File: config.mk
export PLATFORM = sky130hd
export DESIGN_NAME = wtp_chan_top
export DESIGN_NICKNAME = d
export VERILOG_FILES = /design/src/pkg/wtp_pkg.sv /design/src/rtl/wtp_perf_chan.sv /design/src/rtl/wtp_br_addr.sv /design/src/rtl/wtp_chan_top.sv
export VERILOG_INCLUDE_DIRS = /design/src /design/src/pkg
export SDC_FILE = /design/constraint.sdc
export NUM_CORES = 1
export LEC_CHECK = 0
export CORE_MARGIN = 4
export CORE_UTILIZATION = 35
export DETAILED_ROUTE_END_ITERATION = 8
export DONT_BUFFER_PORTS = 1
export GPL_TIMING_DRIVEN = 0
export PLACE_DENSITY = 0.54
export SLEW_MARGIN = 10
export SYNTH_ARGS = -nofsm -noshare
export SYNTH_HDL_FRONTEND = slang
export SYNTH_SLANG_ARGS = --single-unit
File: constraint.sdc
create_clock -name clk -period 2.5 [get_ports clk]
set_input_delay 0.25 -clock clk [delete_from_list [all_inputs] [get_ports clk]]
set_output_delay 0.25 -clock clk [all_outputs]
set_load 0.05 [all_outputs]
File: src/pkg/wtp_consts.svh
// constants for the watchpoint trace and performance channel block
// assumes inclusion by bare name from design files
`ifndef WTP_CONSTS_SVH
`define WTP_CONSTS_SVH

// register offsets (byte addresses)
`define WTP_OFS_BR_FILTER   8'h00
`define WTP_OFS_FPF_PRE     8'h04
`define WTP_OFS_TRCTL       8'h08
`define WTP_OFS_PERF0_LO    8'h0c
`define WTP_OFS_PERF0_HI    8'h10
`define WTP_OFS_PERF1_LO    8'h14
`define WTP_OFS_PERF1_HI    8'h18
`define WTP_OFS_PCOUNT0     8'h1c
`define WTP_OFS_PCOUNT1     8'h20
`define WTP_OFS_STATUS      8'h24
`define WTP_OFS_FPF         8'h28

// branch filter fields
`define WTP_BF_ENABLE       0
`define WTP_BF_SPACE_EN     1
`define WTP_BF_CHAIN_EN     2
`define WTP_BF_CHAIN_LO     3
`define WTP_BF_CHAIN_HI     6
`define WTP_BF_SPACE_LO     7
`define WTP_BF_SPACE_HI     14
`define WTP_BF_MD_LO        15
`define WTP_BF_MD_HI        16
`define WTP_BF_COND         17
`define WTP_BF_UNCOND       18
`define WTP_BF_RTE          19
`define WTP_BF_EVENT        20
`define WTP_BF_TIMESTAMP    21
`define WTP_BF_TRIG_OUT     22
`define WTP_BF_MASK         32'h007f_ffff

// trace control fields
`define WTP_TC_HOLD         0
`define WTP_TC_THRESH       1

// perf match bits
`define WTP_PM_ITLB         0
`define WTP_PM_ICACHE       1

// address steps and debug vector
`define WTP_STEP_WIDE       64'h4
`define WTP_STEP_COMPACT    64'h2
`define WTP_VEC_FIFO        32'h0000_0200
`define WTP_PERF_LAT        2
`define WTP_ZERO32          32'h0000_0000

`endif

File: src/pkg/wtp_pkg.sv
// types for the watchpoint trace and performance channel block
// assumes wtp_consts.svh is compiled alongside
package wtp_pkg;

  typedef enum logic [1:0] {
    WTP_BR_BRANCH_COND,
    WTP_BR_BRANCH_UNCOND,
    WTP_BR_RTE,
    WTP_BR_EVENT
  } wtp_br_type_t;

  // one retired control-flow step reported by the core
  typedef struct packed {
    logic        valid;
    logic        is_cond;     // conditional branch
    logic        is_uncond;   // unconditional branch
    logic        is_rte;      // return from exception
    logic        excepts;     // destination (or self) excepted
    logic        self_exc;    // no jump: plain exception at pc
    logic        slot_exc;    // delay slot excepted
    logic        delayed;     // compact delayed branch
    logic        compact;     // compact_instruction_mode of pc
    logic        dst_compact; // mode of destination
    logic        watch_before;
    logic        watch_after;
    logic [1:0]  md_pc;       // privilege mode at pc
    logic [1:0]  md_dst;      // privilege mode at destination
    logic [63:0] pc;
    logic [63:0] dst;
    logic [63:0] handler;
  } wtp_flow_t;

  typedef struct packed {
    logic         valid;
    wtp_br_type_t kind;
    logic         timestamp;
    logic [63:0]  src;
    logic [63:0]  dst;
  } wtp_trace_t;

  typedef struct packed {
    logic        instr_tlb_miss_select;
    logic        icache_hit;
    logic        prefetch;
    logic        wp_hit;
    logic        wp_pcount;
    logic        wp_sel;
    logic        pre_ok;
  } wtp_perf_ev_t;

endpackage

File: src/rtl/wtp_perf_chan.sv
// one performance counter channel with fixed latency increment
// assumes synchronous core event pulses on clk
`timescale 1ns/1ps
`default_nettype none
`include "wtp_consts.svh"

module wtp_perf_chan
  import wtp_pkg::*;
(
  input  wire logic        clk,
  input  wire logic        rst_n,
  input  wire logic [63:0] match_sel,
  input  wire wtp_perf_ev_t ev,
  input  wire logic        watch_en,
  input  wire logic        wr_cnt,
  input  wire logic [31:0] wr_data,
  output logic      [31:0] count
);

  logic                      hit;
  logic [`WTP_PERF_LAT-1:0]  pipe_reg;
  logic [31:0]               count_reg;

  // core events or watchpoint hits, ORed into one increment
  assign hit = watch_en & (
    (ev.wp_hit & ev.wp_pcount & ev.wp_sel) |
    (ev.pre_ok & match_sel[`WTP_PM_ITLB] & ev.instr_tlb_miss_select) |
    (ev.pre_ok & match_sel[`WTP_PM_ICACHE] & ev.icache_hit
      & ~ev.prefetch));
  assign count = count_reg;

  // fixed delay line keeps event spacing observable
  always_ff @(posedge clk or negedge rst_n) begin
    if (!rst_n) begin
      pipe_reg  <= '0;
      count_reg <= `WTP_ZERO32;
    end else begin
      pipe_reg  <= {pipe_reg[`WTP_PERF_LAT-2:0], hit};
      if (wr_cnt)
        count_reg <= wr_data;
      else if (pipe_reg[`WTP_PERF_LAT-1])
        count_reg <= count_reg + 32'h1;
    end
  end

endmodule // wtp_perf_chan
`default_nettype wire

File: src/rtl/wtp_br_addr.sv
// branch trace source/destination selection, combinational
// assumes one flow record per cycle from the retire stage
`timescale 1ns/1ps
`default_nettype none
`include "wtp_consts.svh"

module wtp_br_addr
  import wtp_pkg::*;
(
  input  wire wtp_flow_t   flow,
  output logic [63:0]      first_src,
  output logic [63:0]      first_dst,
  output logic [63:0]      event_src,
  output logic             has_first
);

  // mark mode in lsb: wide set, compact clear
  function automatic logic [63:0] tag(input logic [63:0] a,
                                      input logic cmp);
    tag = {a[63:1], ~cmp};
  endfunction

  logic [63:0] branch_src;
  logic [63:0] self_src;

  // delayed compact branches report the slot address
  assign branch_src = (flow.compact & flow.delayed) ?
                      flow.pc + `WTP_STEP_COMPACT : flow.pc;
  // plain exception: last completed instruction before pc
  assign self_src = flow.compact ? flow.pc - `WTP_STEP_COMPACT
                                 : flow.pc - `WTP_STEP_WIDE;

  assign has_first = ~flow.self_exc;
  assign first_src = tag(flow.is_rte ? flow.pc : branch_src,
                         flow.compact);
  assign first_dst = tag(flow.dst, flow.dst_compact);
  // self_exc with slot_exc: compact branch slot excepted, source X
  assign event_src =
    flow.self_exc ? (flow.slot_exc ? tag(flow.pc, flow.compact)
                     : tag(self_src, flow.compact)) :
    (flow.is_rte & flow.slot_exc) ? tag(flow.dst, 1'b1) :
    flow.is_rte ? tag(flow.pc, flow.compact) :
    tag(branch_src, flow.compact);

endmodule // wtp_br_addr
`default_nettype wire

File: src/rtl/wtp_chan_top.sv
// watchpoint branch, flag-post, fifo and perf channels
// assumes core events are single-cycle and synchronous to clk
// Behaviour
// - branch channel always emits trace on trigger; a trigger in the cycle after a two-trigger step is dropped
// - event trace checks mode of interrupted instruction
// - return trace checks mode after return
// - source is last completed instruction before jump
// - compact delayed branch source is X+2
// - return then event trigger if Y excepts
// - plain exception source X-4 or X-2
// - excepting branch target gives branch then event
// - compact branch or slot exception sources
// - return to excepting compact branch sources
// - address lsb marks wide versus compact mode
// - flag post write triggers trace regardless watch
// - flag post precondition honours enable, space, chain
// - fifo hold writes trigger regardless of watch
// - threshold selects every write or high-water
// - fifo interrupt vector 0x200, sets cause bit
// - perf counter counts hits and selected events
// - one increment per cycle, fixed latency
// - perf channels silent while watch flag zero
// - match bit0 tlb miss, bit1 cache hits
// - filter bits 17 to 20 select branch kinds
//
// Implementation choices: the register offsets and the strobed register port.
`timescale 1ns/1ps
`default_nettype none
`include "wtp_consts.svh"

module wtp_chan_top
  import wtp_pkg::*;
(
  input  wire logic         clk,
  input  wire logic         rst_n,
  input  wire logic [7:0]   reg_addr,
  input  wire logic [31:0]  reg_wdata,
  input  wire logic         reg_wr,
  input  wire logic         reg_rd,
  output logic      [31:0]  reg_rdata,
  input  wire wtp_flow_t    flow,
  input  wire logic         watch_enable_flag,
  input  wire logic [7:0]   cur_space_id,
  input  wire logic [15:0]  chain_latches,
  input  wire logic         flag_post_wr,
  input  wire logic [63:0]  flag_post_pc,
  input  wire logic         fifo_wr,
  input  wire logic         fifo_high_water,
  input  wire wtp_perf_ev_t perf_ev0,
  input  wire wtp_perf_ev_t perf_ev1,
  output wtp_trace_t        br_trace,
  output logic              br_trig_out,
  output wtp_trace_t        fpf_trace,
  output logic              dm_trigger,
  output logic              debug_interrupt_event,
  output logic      [31:0]  debug_vector_offset,
  output logic              fifo_interrupt_cause
);

  ////////////////////////////////////////////////////////////////////
  // registers

  logic [31:0] filter_reg;
  logic [31:0] fpf_pre_reg;
  logic [1:0]  trctl_reg;
  logic [63:0] perf_sel_reg [2];
  logic        cause_reg;
  logic [63:0] fpf_data_reg;
  logic [31:0] rdata_reg;
  logic [31:0] pcount [2];

  // write strobes decoded once
  logic wr_filter;
  logic wr_fpf_pre;
  logic wr_trctl;
  logic wr_status;
  logic wr_fpf;
  logic [3:0] wr_perf;
  logic [1:0] wr_cnt;

  assign wr_filter  = reg_wr & (reg_addr == `WTP_OFS_BR_FILTER);
  assign wr_fpf_pre = reg_wr & (reg_addr == `WTP_OFS_FPF_PRE);
  assign wr_trctl   = reg_wr & (reg_addr == `WTP_OFS_TRCTL);
  assign wr_status  = reg_wr & (reg_addr == `WTP_OFS_STATUS);
  assign wr_fpf     = reg_wr & (reg_addr == `WTP_OFS_FPF);
  assign wr_perf[0] = reg_wr & (reg_addr == `WTP_OFS_PERF0_LO);
  assign wr_perf[1] = reg_wr & (reg_addr == `WTP_OFS_PERF0_HI);
  assign wr_perf[2] = reg_wr & (reg_addr == `WTP_OFS_PERF1_LO);
  assign wr_perf[3] = reg_wr & (reg_addr == `WTP_OFS_PERF1_HI);
  assign wr_cnt[0]  = reg_wr & (reg_addr == `WTP_OFS_PCOUNT0);
  assign wr_cnt[1]  = reg_wr & (reg_addr == `WTP_OFS_PCOUNT1);

  // software-visible configuration; reserved filter bits stay zero
  always_ff @(posedge clk or negedge rst_n) begin
    if (!rst_n) begin
      filter_reg   <= `WTP_ZERO32;
      fpf_pre_reg  <= `WTP_ZERO32;
      trctl_reg    <= 2'h0;
      fpf_data_reg <= 64'h0;
    end else begin
      if (wr_filter)
        filter_reg <= reg_wdata & `WTP_BF_MASK;
      if (wr_fpf_pre)
        fpf_pre_reg <= reg_wdata;
      if (wr_trctl)
        trctl_reg <= reg_wdata[1:0];
      if (wr_fpf)
        fpf_data_reg <= {32'h0, reg_wdata};
    end
  end

  // perf match select words, one per channel, low/high halves
  genvar g;
  generate
    for (g = 0; g < 2; g++) begin : g_sel
      always_ff @(posedge clk or negedge rst_n) begin
        if (!rst_n)
          perf_sel_reg[g] <= 64'h0;
        else if (wr_perf[2*g])
          perf_sel_reg[g][31:0] <= reg_wdata;
        else if (wr_perf[2*g+1])
          perf_sel_reg[g][63:32] <= reg_wdata;
      end
    end
  endgenerate

  ////////////////////////////////////////////////////////////////////
  // branch channel

  logic [63:0] first_src;
  logic [63:0] first_dst;
  logic [63:0] event_src;
  logic        has_first;

  wtp_br_addr u_addr (
    .flow      (flow),
    .first_src (first_src),
    .first_dst (first_dst),
    .event_src (event_src),
    .has_first (has_first)
  );

  // mode match: select bit n admits the modes whose md bit0 equals n; a zero select admits all
  function automatic logic md_ok(input logic [1:0] sel,
                                 input logic [1:0] md);
    md_ok = (sel == 2'h0) | sel[md[0]];
  endfunction

  // shared space-id and chain precondition check
  function automatic logic pre_ok(input logic [31:0] r,
                                  input logic [7:0]  sid,
                                  input logic [15:0] chains);
    pre_ok = r[`WTP_BF_ENABLE] &
      (~r[`WTP_BF_SPACE_EN] |
        (r[`WTP_BF_SPACE_HI:`WTP_BF_SPACE_LO] == sid)) &
      (~r[`WTP_BF_CHAIN_EN] |
        chains[r[`WTP_BF_CHAIN_HI:`WTP_BF_CHAIN_LO]]);
  endfunction

  logic [1:0]  md_sel;
  logic        br_pre;
  logic        kind_en;
  logic        watch_ok;
  logic        md_match;
  logic        br_fire;
  logic        ev_fire;
  logic        ev_pending_reg;
  logic [63:0] ev_src_reg;
  logic [63:0] ev_dst_reg;
  wtp_trace_t  br_trace_reg;
  wtp_br_type_t first_kind;

  assign md_sel = filter_reg[`WTP_BF_MD_HI:`WTP_BF_MD_LO];
  assign br_pre = pre_ok(filter_reg, cur_space_id, chain_latches);
  assign first_kind = flow.is_rte ? WTP_BR_RTE :
                      flow.is_cond ? WTP_BR_BRANCH_COND :
                      WTP_BR_BRANCH_UNCOND;
  assign kind_en = (flow.is_cond & filter_reg[`WTP_BF_COND]) |
                   (flow.is_uncond & filter_reg[`WTP_BF_UNCOND]) |
                   (flow.is_rte & filter_reg[`WTP_BF_RTE]);
  // returns need watch on both sides, branches at the destination
  assign watch_ok = flow.is_rte ?
                    (flow.watch_before & flow.watch_after) :
                    flow.watch_after;
  // returns compare against the first instruction after the return
  assign md_match = flow.is_rte ? md_ok(md_sel, flow.md_dst)
                                : md_ok(md_sel, flow.md_pc);
  assign br_fire = flow.valid & has_first & br_pre & kind_en &
                   watch_ok & md_match;
  // event check uses mode of the excepting instruction
  assign ev_fire = flow.valid & flow.excepts & br_pre &
                   filter_reg[`WTP_BF_EVENT] & flow.watch_after &
                   md_ok(md_sel, flow.self_exc ? flow.md_pc
                                               : flow.md_dst);

  // two-trigger scenarios: first trigger now, event next cycle;
  // a trigger from a new flow in that cycle is dropped here
  always_ff @(posedge clk or negedge rst_n) begin
    if (!rst_n) begin
      br_trace_reg   <= '0;
      ev_pending_reg <= 1'b0;
      ev_src_reg     <= 64'h0;
      ev_dst_reg     <= 64'h0;
    end else begin
      br_trace_reg.valid     <= 1'b0;
      br_trace_reg.timestamp <= filter_reg[`WTP_BF_TIMESTAMP];
      ev_pending_reg         <= 1'b0;
      if (ev_pending_reg) begin
        br_trace_reg.valid <= 1'b1;
        br_trace_reg.kind  <= WTP_BR_EVENT;
        br_trace_reg.src   <= ev_src_reg;
        br_trace_reg.dst   <= ev_dst_reg;
      end else if (br_fire) begin
        br_trace_reg.valid <= 1'b1;
        br_trace_reg.kind  <= first_kind;
        br_trace_reg.src   <= first_src;
        br_trace_reg.dst   <= first_dst;
        ev_pending_reg     <= ev_fire;
      end else if (ev_fire) begin
        br_trace_reg.valid <= 1'b1;
        br_trace_reg.kind  <= WTP_BR_EVENT;
        br_trace_reg.src   <= event_src;
        br_trace_reg.dst   <= {flow.handler[63:1], 1'b1};
      end
      if (br_fire & ev_fire & ~ev_pending_reg) begin
        ev_src_reg <= event_src;
        ev_dst_reg <= {flow.handler[63:1], 1'b1};
      end
    end
  end

  assign br_trace    = br_trace_reg;
  assign br_trig_out = br_trace_reg.valid & filter_reg[`WTP_BF_TRIG_OUT];

  ////////////////////////////////////////////////////////////////////
  // flag post channel: no watch gating, no event count fields

  wtp_trace_t fpf_trace_reg;
  logic       fpf_fire;

  assign fpf_fire = flag_post_wr &
                    pre_ok(fpf_pre_reg, cur_space_id, chain_latches);

  always_ff @(posedge clk or negedge rst_n) begin
    if (!rst_n)
      fpf_trace_reg <= '0;
    else begin
      fpf_trace_reg.valid     <= fpf_fire;
      fpf_trace_reg.kind      <= WTP_BR_EVENT;
      fpf_trace_reg.timestamp <= 1'b0;
      fpf_trace_reg.src       <= flag_post_pc;
      fpf_trace_reg.dst       <= fpf_data_reg;
    end
  end

  assign fpf_trace = fpf_trace_reg;

  ////////////////////////////////////////////////////////////////////
  // debug module fifo channel

  logic dm_fire;
  logic int_fire;
  logic dm_trig_reg;
  logic int_reg;

  assign dm_fire  = trctl_reg[`WTP_TC_HOLD] & fifo_wr;
  assign int_fire = trctl_reg[`WTP_TC_THRESH] ? fifo_high_water
                                              : fifo_wr;

  // cause bit: hardware set wins over a software clear
  always_ff @(posedge clk or negedge rst_n) begin
    if (!rst_n) begin
      dm_trig_reg <= 1'b0;
      int_reg     <= 1'b0;
      cause_reg   <= 1'b0;
    end else begin
      dm_trig_reg <= dm_fire;
      int_reg     <= int_fire;
      cause_reg   <= int_fire | (cause_reg & ~(wr_status &
                     reg_wdata[0]));
    end
  end

  assign dm_trigger            = dm_trig_reg;
  assign debug_interrupt_event = int_reg;
  assign debug_vector_offset   = `WTP_VEC_FIFO;
  assign fifo_interrupt_cause  = cause_reg;

  ////////////////////////////////////////////////////////////////////
  // performance counter channels; channel n feeds counter n

  wtp_perf_chan u_perf0 (
    .clk       (clk),
    .rst_n     (rst_n),
    .match_sel (perf_sel_reg[0]),
    .ev        (perf_ev0),
    .watch_en  (watch_enable_flag),
    .wr_cnt    (wr_cnt[0]),
    .wr_data   (reg_wdata),
    .count     (pcount[0])
  );

  wtp_perf_chan u_perf1 (
    .clk       (clk),
    .rst_n     (rst_n),
    .match_sel (perf_sel_reg[1]),
    .ev        (perf_ev1),
    .watch_en  (watch_enable_flag),
    .wr_cnt    (wr_cnt[1]),
    .wr_data   (reg_wdata),
    .count     (pcount[1])
  );

  ////////////////////////////////////////////////////////////////////
  // read path, data one cycle after the strobe; unmapped reads zero

  logic [31:0] rd_mux;

  assign rd_mux =
    (reg_addr == `WTP_OFS_BR_FILTER) ? filter_reg :
    (reg_addr == `WTP_OFS_FPF_PRE)   ? fpf_pre_reg :
    (reg_addr == `WTP_OFS_TRCTL)     ? {30'h0, trctl_reg} :
    (reg_addr == `WTP_OFS_PERF0_LO)  ? perf_sel_reg[0][31:0] :
    (reg_addr == `WTP_OFS_PERF0_HI)  ? perf_sel_reg[0][63:32] :
    (reg_addr == `WTP_OFS_PERF1_LO)  ? perf_sel_reg[1][31:0] :
    (reg_addr == `WTP_OFS_PERF1_HI)  ? perf_sel_reg[1][63:32] :
    (reg_addr == `WTP_OFS_PCOUNT0)   ? pcount[0] :
    (reg_addr == `WTP_OFS_PCOUNT1)   ? pcount[1] :
    (reg_addr == `WTP_OFS_STATUS)    ? {31'h0, cause_reg} :
    (reg_addr == `WTP_OFS_FPF)       ? fpf_data_reg[31:0] :
    `WTP_ZERO32;

  always_ff @(posedge clk or negedge rst_n) begin
    if (!rst_n)
      rdata_reg <= `WTP_ZERO32;
    else
      rdata_reg <= reg_rd ? rd_mux : `WTP_ZERO32;
  end

  assign reg_rdata = rdata_reg;

endmodule // wtp_chan_top
`default_nettype wire

After elaboration in Yosys (flattened, before gate mapping):

Index checks and enable logic that the tools add are counted.

* $add $sub $neg: 5
* $lt $le $gt $ge: 5
* eq/ne operators: 12
* muxes and demuxes: 47
* bitwise logic cells: 81
* reductions and logical operators: 7

Operator list (number)
* $mux 32: 16
* $mux 64: 7
* $mux 128: 3
* $add 32x1->32 const B: 2
* $add 64x2->64 const B: 1
* $sub 64x2->64 const B: 1
* $sub 64x3->64 const B: 1
* $and 1x1->1: 54
* $eq 8x5->1 const B: 4
* $eq 8x6->1 const B: 3
* $eq 8x4->1 const B: 2
* $eq 8x8->1: 2
* $mux 1: 15
* $or 1x1->1: 14
* $not 1->1: 13
* $lt 4x5->1 const B: 2
* $mux 3: 3
* $bmux 1 s4: 2
* $eq 8x3->1 const B: 1
* $logic_not 8->1: 1
* $lt 1x2->1 const B: 3
* $reduce_and 2->1: 2
* $reduce_bool 2->1: 2
* $reduce_bool 3->1: 1
* 2 further kinds: 2

* flip-flop bits (word level): 679
* input port bits: 358
* output and inout port bits: 332
* word-level logic and storage cells: 185

Longest topological paths before layout:

* word-level depth: 13
* gate-level depth with buffers: 13
* depth with buffers taken out: 10

By module:

A second synthesis with hierarchy kept.

* cell total of the unflattened synthesis: 3601
* area, all modules: 36237.3 sq um

Modules (own cells, without submodules)
* wtp_chan_top: instances 1, cells an instance 2326, area an instance 27184.8 sq um, seq. area each 15289.7 sq um
* wtp_br_addr: instances 1, cells an instance 837, area an instance 5172.5 sq um, seq. area each 0.0 sq um
* wtp_perf_chan at u_perf0: instances 1, cells an instance 226, area an instance 1965.6 sq um, seq. area each 850.8 sq um
* wtp_perf_chan at u_perf1: instances 1, cells an instance 212, area an instance 1914.3 sq um, seq. area each 850.8 sq um

Worst setup path after synthesis:

OpenSTA, ideal clock, no wires.

* kind: input port to flip-flop
* start point: in flow[152] in the netlist's numbering
* end point: reg ev_src_reg[61]
* library setup time: 0.125 ns
* data arrival time: 2.518 ns
* data required time: 2.375 ns
* setup slack: -0.143 ns
* cell stages on the path: 9
* buffers on the path: 2
* cell sequence: buf_4 > or4_4 > or4_4 > buf_6 > nor2_4 > nand3_1 > o311ai_0 > o211ai_1 > mux2_2

* longest elaborated chain between the ends: 5
* elaborated cells between the ends (all ways): 9
* classes of those cells: add/sub (3); mux (6)

Ends and longest elaborated chain
* start: declaration: line wtp_chan_top.sv:41 `input wire wtp_flow_t flow,`
* $add 64x2->64 (no line)
* $mux 64: line wtp_br_addr.sv:27 `assign branch_src = (flow.compact & flow.delayed) ?`
* $mux 64: line wtp_br_addr.sv:42 `flow.is_rte ? tag(flow.pc, flow.compact) :`
* $mux 64: line wtp_br_addr.sv:41 `(flow.is_rte & flow.slot_exc) ? tag(flow.dst, 1'b1) :`
* $mux 64 (*): line wtp_br_addr.sv:39 `flow.self_exc ? (flow.slot_exc ? tag(flow.pc, flow.compact)`
* end signal: assignment: line wtp_chan_top.sv:226 `ev_src_reg <= event_src;`
* end: declaration: line wtp_chan_top.sv:168 `logic [63:0] ev_src_reg;`

Every way passes the cells marked *; elsewhere a longest branch is shown, timed or not.
A chain may end at the register's enable or synchronous reset.

Worst setup path after layout:

* start point: reg filter_reg[3]
* end point: reg br_trace_reg, in the netlist br_trace[112]

* longest elaborated chain between the ends: 10
* elaborated cells between the ends (all ways): 15
* classes of those cells: mux (4); bitwise (10); reduce/logical (1)

Ends and longest elaborated chain
* start: declaration: line wtp_chan_top.sv:63 `logic [31:0] filter_reg;`
* start signal: assignment: line wtp_chan_top.sv:96 `` filter_reg <= `WTP_ZERO32; ``
* start signal: assignment: line wtp_chan_top.sv:102 `` filter_reg <= reg_wdata & `WTP_BF_MASK; ``
* $bmux 1 s4 (*): line wtp_chan_top.sv:157 `` chains[r[`WTP_BF_CHAIN_HI:`WTP_BF_CHAIN_LO]]); ``
* $mux 1 (*): line wtp_chan_top.sv:157
* $or 1x1->1 (*): line wtp_chan_top.sv:156 `` (~r[`WTP_BF_CHAIN_EN] | ``
* $and 1x1->1 (*): line wtp_chan_top.sv:153 `` pre_ok = r[`WTP_BF_ENABLE] & ``
* $and 1x1->1 (3 in series): line wtp_chan_top.sv:188 `assign br_fire = flow.valid & has_first & br_pre & kind_en &`
* $and 1x1->1: line wtp_chan_top.sv:189 `watch_ok & md_match;`
* $mux 128: line wtp_chan_top.sv:213 `end else if (br_fire) begin`
* $mux 128: line wtp_chan_top.sv:208 `if (ev_pending_reg) begin`
* end: declaration: line wtp_chan_top.sv:170 `wtp_trace_t br_trace_reg;`

Every way passes the cells marked *; elsewhere a longest branch is shown, timed or not. The select of a mux whose other input is x is not followed.

==> reports/metrics.yaml <==
setup_path:
  crit_type: "reg2reg"
  worstPathRequired_ps: 3080
  r2r_start: "filter_reg[3]"
  reg2reg_to: "br_trace[112]"
  ff2ff_path_depth: 15
  slowest_stage: "mux4_2"
  path_buf_inv: 7
  reg2reg_slack_ps: -400
  critPathArrivalTime_ps: 3480
  cp-start-kind: "register"
  path_max_fanout: 6
  worstSetupEndpointType: "register"
  path_delay_family: "buffers and inverters"
  critPathMaxStageDelay_ps: 540
  cp_cell_sequence: "buf_6, mux4_2, mux2i_4, o221ai_4, nand4_1, buf_6, nand2_8, nor2_4, buf_6, buf_12, buf_16, buf_12, buf_12, nand2_2, o21ai_1"
  cp-startpoint: "filter_reg[3]"
synth:
  yosysUniqueCellTypes: 86
  ys_dominant_reg_cell: "dfrtp_1"
  ys_async_sr_fraction_pct: 100.0
  ys_warn_count: 0
  syn_area_sq_um: 33780
  synth-edff-count: 0
  ys_seq_area_share_pct: 50.31
  syn_inst: 3463
  syn_avg_cell_area_sq_um: 9.753
  synth-seq-cells: 679
floorplan:
  initial_utilization_pct: 35.39
  die-area_sq_um: 101500
  core-area_sq_um: 95440
  rows: 113
  die_w_um: 318.7
  pin_count: 690
  die_height_um: 318.7
cells_and_area:
  layout_commonest_cell: "dfrtp_1"
  final_cell_mix: "679 x dfrtp_1, 372 x nand2_1, 235 x dlygate4sd3_1"
  final_nets: 4305
  largest_reg_flops: 132
  area_growth_pct: 33.99
  final_util_pct: 47.42
  multi_input_area_sq_um: 17230
  register_area_sq_um: 16990
  fin_area_sq_um: 45260
  drive_gt1_share_pct: 26.14
  nFillCells: 8979
  finalNonFillerCells: 5294
grt:
  met1_usage_pct: 35.51
  grtUsageMet2_pct: 45.48
  grt_usage_pct: 29.28
  antenna_found_initial: 31
  grt-busiest-layer: "met2"
  met3_usage_pct: 10.32
  grt_pass1_vias: 30352
  grt_overflow: 0
  grt_max_degree: 680
  grt_pass1_wl_mm: 219.6
clock_network:
  numCtsBuffers: 80
  tritoncts: "yes"
  cts_hold_buf: 235
  clock_latency_ps: 680
  clkSlewWorstSetupHoldPaths_ps: 60
  htreeDepth: 3
  cts_root_buf: "clkbuf_16"
  clock_path_buffers: 3
  clock-sinks: 679
timing:
  setup_viol: 425
  fin_ws_ps: -398.4
  rsz0062_at_grt: "true"
  clock.fmax_mhz: 345.0
  fin_crit_ps: 2898
  finalMaxSlewViolations: 539
  worst_slew_pin_slew_ps: 4467
  period_share_pct: 115.9
  finClkSkew_ps: 56.31
  relSlewSlack_pct: -197.8
  final_hold_viol_count: 321
  whs_ps: -698.9
min_path:
  hold_class: "in2async"
route:
  drt_first_pass_iters: 7
  routedWlPerCell_um: 29.67
  drtIter0Drc: 3499
  drc: 0
  vias: 31118
  routed_wl_mm: 157.1
  detail-route-antenna-nets: 0
  via_per_inst: 5.878
status:
  status: "finished, violations left"
  violations: "negative hold slack, max-slew violations, negative setup slack"
placement:
  routabilityCongestion: 0.9912
  post-place-ws_ps: -2365
  portBuffers: 0
  hpwl_mm: 109.3
  dp.cells: 4793
  placed_cell_area_sq_um: 35720
power_and_ir_drop:
  power_w: 0.02829
  power_leakage_nw: 19.82
  power_density_nw_per_um2: 625.1
  ir_drop_uv: 441.7
run:
  drv_cap: 0
==> cell usage after synthesis (all sizes together) (23+ instances only) <==
cell type	count	area, sq um
a222oi	23	230.2
xor2	71	621.9
a22oi	50	375.4
nand4	63	400.4
a31oi	41	256.5
nor4	38	286.5
clkbuf	178	668.1
a21oi	177	885.9
a221oi	38	332.8
dfrtp	679	16990
o21ai	256	1281
inv	23	86.34
nor3	49	250.2
mux2	244	2748
xnor2	94	823.3
nand2	542	2037
buf	165	935.9
a22o	34	297.8
nand3	137	695.7
nor2	227	862.1
and3	36	225.2
==> power by group <==
part	leakage, nW	switching, W	internal, W
clock network	1.36	0.00515	0.00736
registers	8.94	0.00120	0.0116
logic	9.53	0.00171	0.00128
total	19.8	0.00806	0.0202
==> kinds of logic after synthesis <==
group	after synthesis	share of synthesized area, %
buffers and inverters	368	5.027
adders and majority gates	6	0.2223
other	2	0.02223
DFF	679	50.31
muxes	270	9.202
and+or+nand+nor	1202	16.49
xor gates and xnor gates	165	4.279
AOI/OAI and AO/OA	771	14.45
==> worst register-to-register path, delay by kind of cell (launching register included) <==
| kind | cells | cell delay (ps) |
|---|---|---|
| muxes | 2 | 730 |
| AOI/OAI and AO/OA | 2 | 320 |
| buffers and inverters | 7 | 970 |
| and+or+nand+nor | 4 | 450 |
| DFF | 1 | 340 |
==> worst max path at each step <==
stage               endpoint  slack [ps]  depth (start not counted)
5_1_grt         br_trace[45]        -490                         15
3_5_place_dp   br_trace[112]       -2360                         12
6_report       br_trace[112]        -400                         15
4_1_cts        br_trace[112]        -370                         15
3_3_place_gp    br_trace[70]       -2260                         12
2_1_floorplan  br_trace[121]        -110                          9
==> layer usage <==
layer,wire length (um),vias to the layer above
li1,-,13256
met1,58610,15658
met3,17430,454
met4,9976,12
met5,94,-
met2,70950,1738
==> through the flow <==
step	hold WS [ps]	setup TNS [ps]
2_1_floorplan	-45.59	-781.3
3_3_place_gp	-25.36	-496160
3_5_place_dp	-16.59	-511840
4_1_cts	-749.8	-72690
5_1_grt	-753.5	-93690
6_report	-698.9	-98510
==> final cells by class <==
cell class	instances	share of cell area [%]
Clock buffer	104	4.891
Sequential cell	679	37.54
Timing Repair Buffer	337	8.659
Inverter	25	0.3401
Multi-Input combinational cell	2482	38.07
Antenna cell	27	0.1493
Timing Repair inverter	2	0.07188
Buffer	334	5.444
Tap cell	1265	3.497
Clock inverter	39	1.333
==> repair_timing <==
action | 4_1_cts | 5_1_grt
endpoints found under the hold margin | 1014 | 679
buffers inserted | 48 | 18
resized for setup | 521 | 439
endpoints found under the setup margin | 313 | 283
gates cloned | 24 | 18
pin swaps | 55 | 149
Power figures use the tool's default switching activity.
